--- config.mk ---
export PLATFORM = sky130hd
export DESIGN_NAME = rbq_reset_bus_quiesce
export DESIGN_NICKNAME = d
export VERILOG_FILES = /design/src/inc/rbq_pkg.sv /design/src/core/rbq_reset_bus_quiesce.sv
export SDC_FILE = /design/constraint.sdc
export NUM_CORES = 1
export LEC_CHECK = 0
export ABC_AREA = 1
export BUFFER_PORTS_ARGS = -buffer_cell sky130_fd_sc_hd__buf_4
export CAP_MARGIN = 20
export CORE_MARGIN = 4
export CORE_UTILIZATION = 25
export CTS_CLUSTER_SIZE = 25
export DETAILED_ROUTE_END_ITERATION = 12
export REMOVE_ABC_BUFFERS = 1
export SETUP_SLACK_MARGIN = 0.3
export SYNTH_ARGS = -nofsm -noshare
export SYNTH_HDL_FRONTEND = slang
export SYNTH_SLANG_ARGS = --single-unit
--- constraint.sdc ---
create_clock -name ref_clk -period 1.4 [get_ports ref_clk]
set_input_delay 0 -clock ref_clk [delete_from_list [all_inputs] [get_ports ref_clk]]
set_output_delay 0 -clock ref_clk [all_outputs]
set_load 0.05 [all_outputs]
--- src/inc/rbq_pkg.sv ---
// constants and types for the reset and bus quiesce block
// How it works
// - while reset is held, all three strobes read high and the data bus floats.
// - after reset falls, address and program counter clear once two full cycles complete (RBQ_HOLD and the first RBQ_CLEARED cycle).
// - after reset rises, execution restarts from address zero one full cycle later.
// - reset edges arrive at any phase and are synchronised, so latency varies.
// - never more than one of the three strobes is active at once.
// - a write interrupted by reset may show an invalid address.
package rbq_pkg;
  localparam int unsigned ADDR_W        = 16;
  localparam int unsigned DATA_W        = 16;
  localparam int unsigned MIN_RESET_CYC = 5;
  localparam logic [ADDR_W-1:0] RESET_ADDR = 16'h0000;

  typedef enum logic [1:0] {
    RBQ_RUN     = 2'b00,
    RBQ_HOLD    = 2'b01,
    RBQ_CLEARED = 2'b10,
    RBQ_RESTART = 2'b11
  } rbq_state_t;

  typedef enum logic [1:0] {
    RBQ_CYC_NONE = 2'b00,
    RBQ_CYC_MEM  = 2'b01,
    RBQ_CYC_IO   = 2'b10,
    RBQ_CYC_WR   = 2'b11
  } rbq_cycle_t;
endpackage

--- src/core/rbq_reset_bus_quiesce.sv ---
// reset response and bus quiesce of the external bus interface
`timescale 1ns/1ps
module rbq_reset_bus_quiesce #(
  parameter int unsigned ADDR_W = rbq_pkg::ADDR_W,
  parameter int unsigned DATA_W = rbq_pkg::DATA_W
) (
  input  wire logic                    ref_clk,
  input  wire logic                    rst_n,
  input  wire logic                    reset_in_n,
  input  wire rbq_pkg::rbq_cycle_t     core_cycle,
  input  wire logic [ADDR_W-1:0]       core_addr,
  input  wire logic [DATA_W-1:0]       core_wdata,
  output logic [ADDR_W-1:0]            address_outputs,
  output logic                         io_data_strobe_n,
  output logic                         write_strobe_n,
  output logic                         memory_strobe_n,
  output logic [DATA_W-1:0]            data_bus_out,
  output logic                         data_bus_oe,
  output logic                         core_run,
  output logic [ADDR_W-1:0]            program_counter
);
  import rbq_pkg::*;

  logic [2:0]        sync;
  logic [2:0]        next_sync;
  logic              rst_seen;
  logic              next_rst_seen;
  rbq_state_t        state;
  rbq_state_t        next_state;
  logic [ADDR_W-1:0] next_address;
  logic [ADDR_W-1:0] next_pc;
  logic              next_io;
  logic              next_wr;
  logic              next_mem;
  logic [DATA_W-1:0] next_dout;
  logic              next_oe;
  logic              next_run;

  // three-stage synchroniser; level accepted only when stages two and three agree
  always_comb begin
    next_sync     = {sync[1:0], reset_in_n};
    next_rst_seen = rst_seen;
    if (sync[2] == sync[1]) begin
      next_rst_seen = ~sync[2];
    end
  end

  always_ff @(posedge ref_clk) begin
    if (!rst_n) begin
      sync     <= 3'h7;
      rst_seen <= 1'b0;
    end else begin
      sync     <= next_sync;
      rst_seen <= next_rst_seen;
    end
  end

  // no reset length is counted; a low that stages two and three agree on is taken, the source must hold five cycles
  always_comb begin
    next_state       = state;
    next_address     = address_outputs;
    next_pc          = program_counter;
    next_io          = 1'b1;
    next_wr          = 1'b1;
    next_mem         = 1'b1;
    next_dout        = data_bus_out;
    next_oe          = 1'b0;
    next_run         = 1'b0;
    case (state)
      RBQ_RUN: begin
        if (rst_seen) begin
          next_state = RBQ_HOLD;
        end else begin
          next_run     = 1'b1;
          next_address = core_addr;
          next_pc      = core_addr;
          // one-hot decode keeps at most one strobe low
          case (core_cycle)
            RBQ_CYC_MEM: next_mem = 1'b0;
            RBQ_CYC_IO: next_io = 1'b0;
            RBQ_CYC_WR: begin
              next_wr   = 1'b0;
              next_oe   = 1'b1;
              next_dout = core_wdata;
            end
            default: next_mem = 1'b1;
          endcase
        end
      end
      RBQ_HOLD: begin
        // address left as it stood through this cycle and the first RBQ_CLEARED cycle; an aborted write shows it
        next_state = RBQ_CLEARED;
      end
      RBQ_CLEARED: begin
        next_address = RESET_ADDR;
        next_pc      = RESET_ADDR;
        if (!rst_seen) begin
          next_state = RBQ_RESTART;
        end
      end
      RBQ_RESTART: begin
        next_address = RESET_ADDR;
        next_pc      = RESET_ADDR;
        if (rst_seen) begin
          next_state = RBQ_CLEARED;
        end else begin
          next_state = RBQ_RUN;
          next_run   = 1'b1;
        end
      end
      default: next_state = RBQ_HOLD;
    endcase
  end

  always_ff @(posedge ref_clk) begin
    if (!rst_n) begin
      state            <= RBQ_CLEARED;
      address_outputs  <= RESET_ADDR;
      program_counter  <= RESET_ADDR;
      io_data_strobe_n <= 1'b1;
      write_strobe_n   <= 1'b1;
      memory_strobe_n  <= 1'b1;
      data_bus_out     <= '0;
      data_bus_oe      <= 1'b0;
      core_run         <= 1'b0;
    end else begin
      state            <= next_state;
      address_outputs  <= next_address;
      program_counter  <= next_pc;
      io_data_strobe_n <= next_io;
      write_strobe_n   <= next_wr;
      memory_strobe_n  <= next_mem;
      data_bus_out     <= next_dout;
      data_bus_oe      <= next_oe;
      core_run         <= next_run;
    end
  end
endmodule

==> metrics.cfg <==
[yosys]
fraction_of_post_synthesis_cell_area_in_the_top_cell_type_by_area = 0.478
post_synth.cell_area_avg_um2 = 8.61
synth_top_cells_by_area = sky130_fd_sc_hd__dfxtp_1 (48%), sky130_fd_sc_hd__nor2_1 (8.3%), sky130_fd_sc_hd__buf_4 (7.1%)
synth.ff_latch_count = 43
synth.largest_area_cell = sky130_fd_sc_hd__dfxtp_1
yosysWarnings = 0
netlist_instances = 209
synthesis.area_um2 = 1800
yosysSeqAreaShare = 0.478
count_of_different_cell_masters_after_synthesis = 24

[placement]
io_buffers = 89
hpwlAfterDp_um = 3570
post_dp_cell_area_um2 = 2520
gp_routability_congestion = 0.711
dp_worst_setup_slack_ps = -19.9

[clock_tree]
cts_inserted_buffers = 5
clock_latency_reported_for_the_late_side_of_the_worst_skew_pair_ps = 290
root_buffer = sky130_fd_sc_hd__clkbuf_8
cts_h_tree_depth = 2
clock_path_buffers = 2
clk_pin_slew_worst_paths_ps = 80
numClockSinks = 43
cts_tree = yes

[timing]
report.final.setup_viol = 0
clock_skew_ps = 2.64
timing.final.crit_share = 0.897
tightestPinTransition_ps = 385
max_clock_freq_mhz = 796
slew_headroom = 0.743
final_max_slew_viol_count = 0
timing.final.crit_period_ps = 1260
grt_setup_unrepaired = yes
timing.final.ws_setup_ps = 144
tns_setup_ps = 0
hold_viol_final = 0

[cells_and_area]
fillerInstances = 663
nNetsFinal = 372
final_area_um2 = 3190
final_antenna_diode_count = 0
syn2layout_area_growth_pct = 77.3
layout_common_cells = sky130_fd_sc_hd__buf_4 (97), sky130_fd_sc_hd__dfxtp_1 (40), sky130_fd_sc_hd__nor2_1 (38)
most_frequent_standard_cell_in_the_layout_excluding_fill_and_tap_cells = sky130_fd_sc_hd__buf_4
final_layout_size_suffix_gt1_frac = 0.508

[critical_path]
slowest_delay_ps = 380
required_time_at_the_endpoint_of_the_critical_path_ps = 1590
crit_family = flip-flops
timing.critical_path.slowest_stage_cell = sky130_fd_sc_hd__dfxtp_4
crit-reg2reg-launch = state[1]
reg2reg_slack_ps = 140
startpoint_type = flip-flop
worstSetupPathType = reg -> reg
critPathMaxFanout = 9
startpoint = state[1]
cp_cell_sequence = inv_4 -> ha_4 -> nand4_4 -> buf_12 -> o21ai_0 -> nor2_1
timing.critical_path.arrival_ps = 1440
worst-path-buf-inv = 2
endpoint_kind = flip-flop

[power_and_ir_drop]
power.clock.fraction = 0.157
pwr-share-seq = 0.307
netSwitchingFraction = 0.426
power.combinational.fraction = 0.537
switch_pwr_uw = 2130
p_leak_uw = 0.00143
peakVddDrop_v = 0.000646
power_per_cell_area_nw_per_um2 = 1570
p_int_uw = 2870

[die]
die_h_um = 92.8
design.die.area_um2 = 8620
design.portCount = 90
start_util = 0.261
core_area_um2 = 6910
rows = 30
die_x_um = 92.8

[detailed_routing]
detailroute.via_count = 1786
viasPerCell = 4.18
initialDrtViolationCount = 48
drc = 0
detail_route.first_pass.iterations = 4
drt-wirelength-per-cell_um = 12.4
detail-route-antenna-nets = 0
finalWirelength_um = 5290

[min_path]
min_from = rst_n
worstHoldPathType = in -> reg

[grt]
vias_in_the_first_global_route = 1753
global_route.overflow_total = 0
grt_max_degree = 18
antenna_found_initial = 0
grt_first_pass_wirelength_um = 8420
grt_use_total = 0.122

[run]
drv.max_cap_violation_count = 0

[status]
run_status = finished clean

-- cell usage after synthesis --
cell type	count
sky130_fd_sc_hd__dfxtp_1	43
sky130_fd_sc_hd__nor2_1	40
sky130_fd_sc_hd__buf_4	17
sky130_fd_sc_hd__nand3_1	17
sky130_fd_sc_hd__o21ai_0	17
sky130_fd_sc_hd__nand2_1	14
sky130_fd_sc_hd__a21oi_2	10
sky130_fd_sc_hd__nand2_2	10
sky130_fd_sc_hd__inv_1	9
sky130_fd_sc_hd__a21oi_1	8
sky130_fd_sc_hd__ha_1	4
sky130_fd_sc_hd__inv_2	3
sky130_fd_sc_hd__or2_2	3
sky130_fd_sc_hd__buf_2	2
sky130_fd_sc_hd__clkbuf_1	2
sky130_fd_sc_hd__nor3_1	2
sky130_fd_sc_hd__buf_1	1
sky130_fd_sc_hd__buf_12	1
sky130_fd_sc_hd__buf_6	1
sky130_fd_sc_hd__maj3_1	1
sky130_fd_sc_hd__nand2_4	1
sky130_fd_sc_hd__nand4_4	1
sky130_fd_sc_hd__nor2_8	1
sky130_fd_sc_hd__o21ai_2	1
-- worst reg2reg max path, cell delays in order (launching register included) --
cell                      delay (ps)
sky130_fd_sc_hd__dfxtp_4         380
sky130_fd_sc_hd__inv_4            70
sky130_fd_sc_hd__ha_4            170
sky130_fd_sc_hd__nand4_4         160
sky130_fd_sc_hd__buf_12          180
sky130_fd_sc_hd__o21ai_0         150
sky130_fd_sc_hd__nor2_1           50
-- through the flow --
step                hold WS (ps)  utilization  total power, µW  std cells
global placement             201        0.365             3700        380
global route                 174        0.462             5320        427
CTS                          134        0.447             4910        425
detailed placement           200        0.365             3720        380
floorplan                   84.1            -             2870        185
finish                       158        0.462             5000        427
-- logic make-up after synthesis --
kind of cell	after synthesis	synth area share
buffers and inverters	36	0.125
flip-flops	43	0.478
AND/OR/NAND/NOR	89	0.240
AO/OA/AOI/OAI	36	0.123
adder cells (fa/ha/maj)	5	0.0334
-- power groups by stage --
stage	Combinational, µW	Clock [µW]	Sequential, µW
5_1_grt	2870	884	1560
6_report	2690	783	1530
4_1_cts	2570	817	1520
2_1_floorplan	746	0	2120
3_3_place_gp	2180	0	1520
3_5_place_dp	2190	0	1520
-- layout make-up --
class	instances	area, µm²	share of cell area
multi-input combinational	130	847	0.265
timing repair buffer	139	1210	0.380
clock buffer	6	82.6	0.0259
tap	96	120	0.0376
sequential	43	867	0.272
clock inverter	1	5.00	0.00157
inverter	12	55.1	0.0173
-- path summary, 6_finish.rpt --
check	to	cells past startpoint
setup / recovery	data_bus_out[14]	6
hold / removal	program_counter[14]	3
setup reg to reg	data_bus_out[14]	6
hold reg to reg	sync[1]	1
-- sequential cells by signal, indices dropped and copies added, names as in the netlist --
register	cells
data_bus_out	16
program_counter	16
sync	3
state	2
core_run	1
data_bus_oe	1
io_data_strobe_n	1
memory_strobe_n	1
rst_seen	1
write_strobe_n	1
-- routing by layer --
layer / wire (µm) / GRT usage / part of all wire / vias up
met3: 445 / 0.0382 / 0.084 / 5
met5: 0 / 0 / 0 / -
li1: - / - / - / 898
met2: 2520 / 0.206 / 0.48 / 84
met1: 2280 / 0.150 / 0.43 / 799
met4: 46 / 0.0330 / 0.0087 / 0
-- what timing repair did --
action / 4_1_cts / 5_1_grt
resized for setup: 36 / 25
endpoints found under the hold margin: 35 / 0
endpoints found under the setup margin: 38 / 39
gates cloned: 1 / 1
pin swaps: 21 / 7
setup buffers: 2 / 1
hold buffers: 35 / 0
Power figures use the tool's default switching activity.
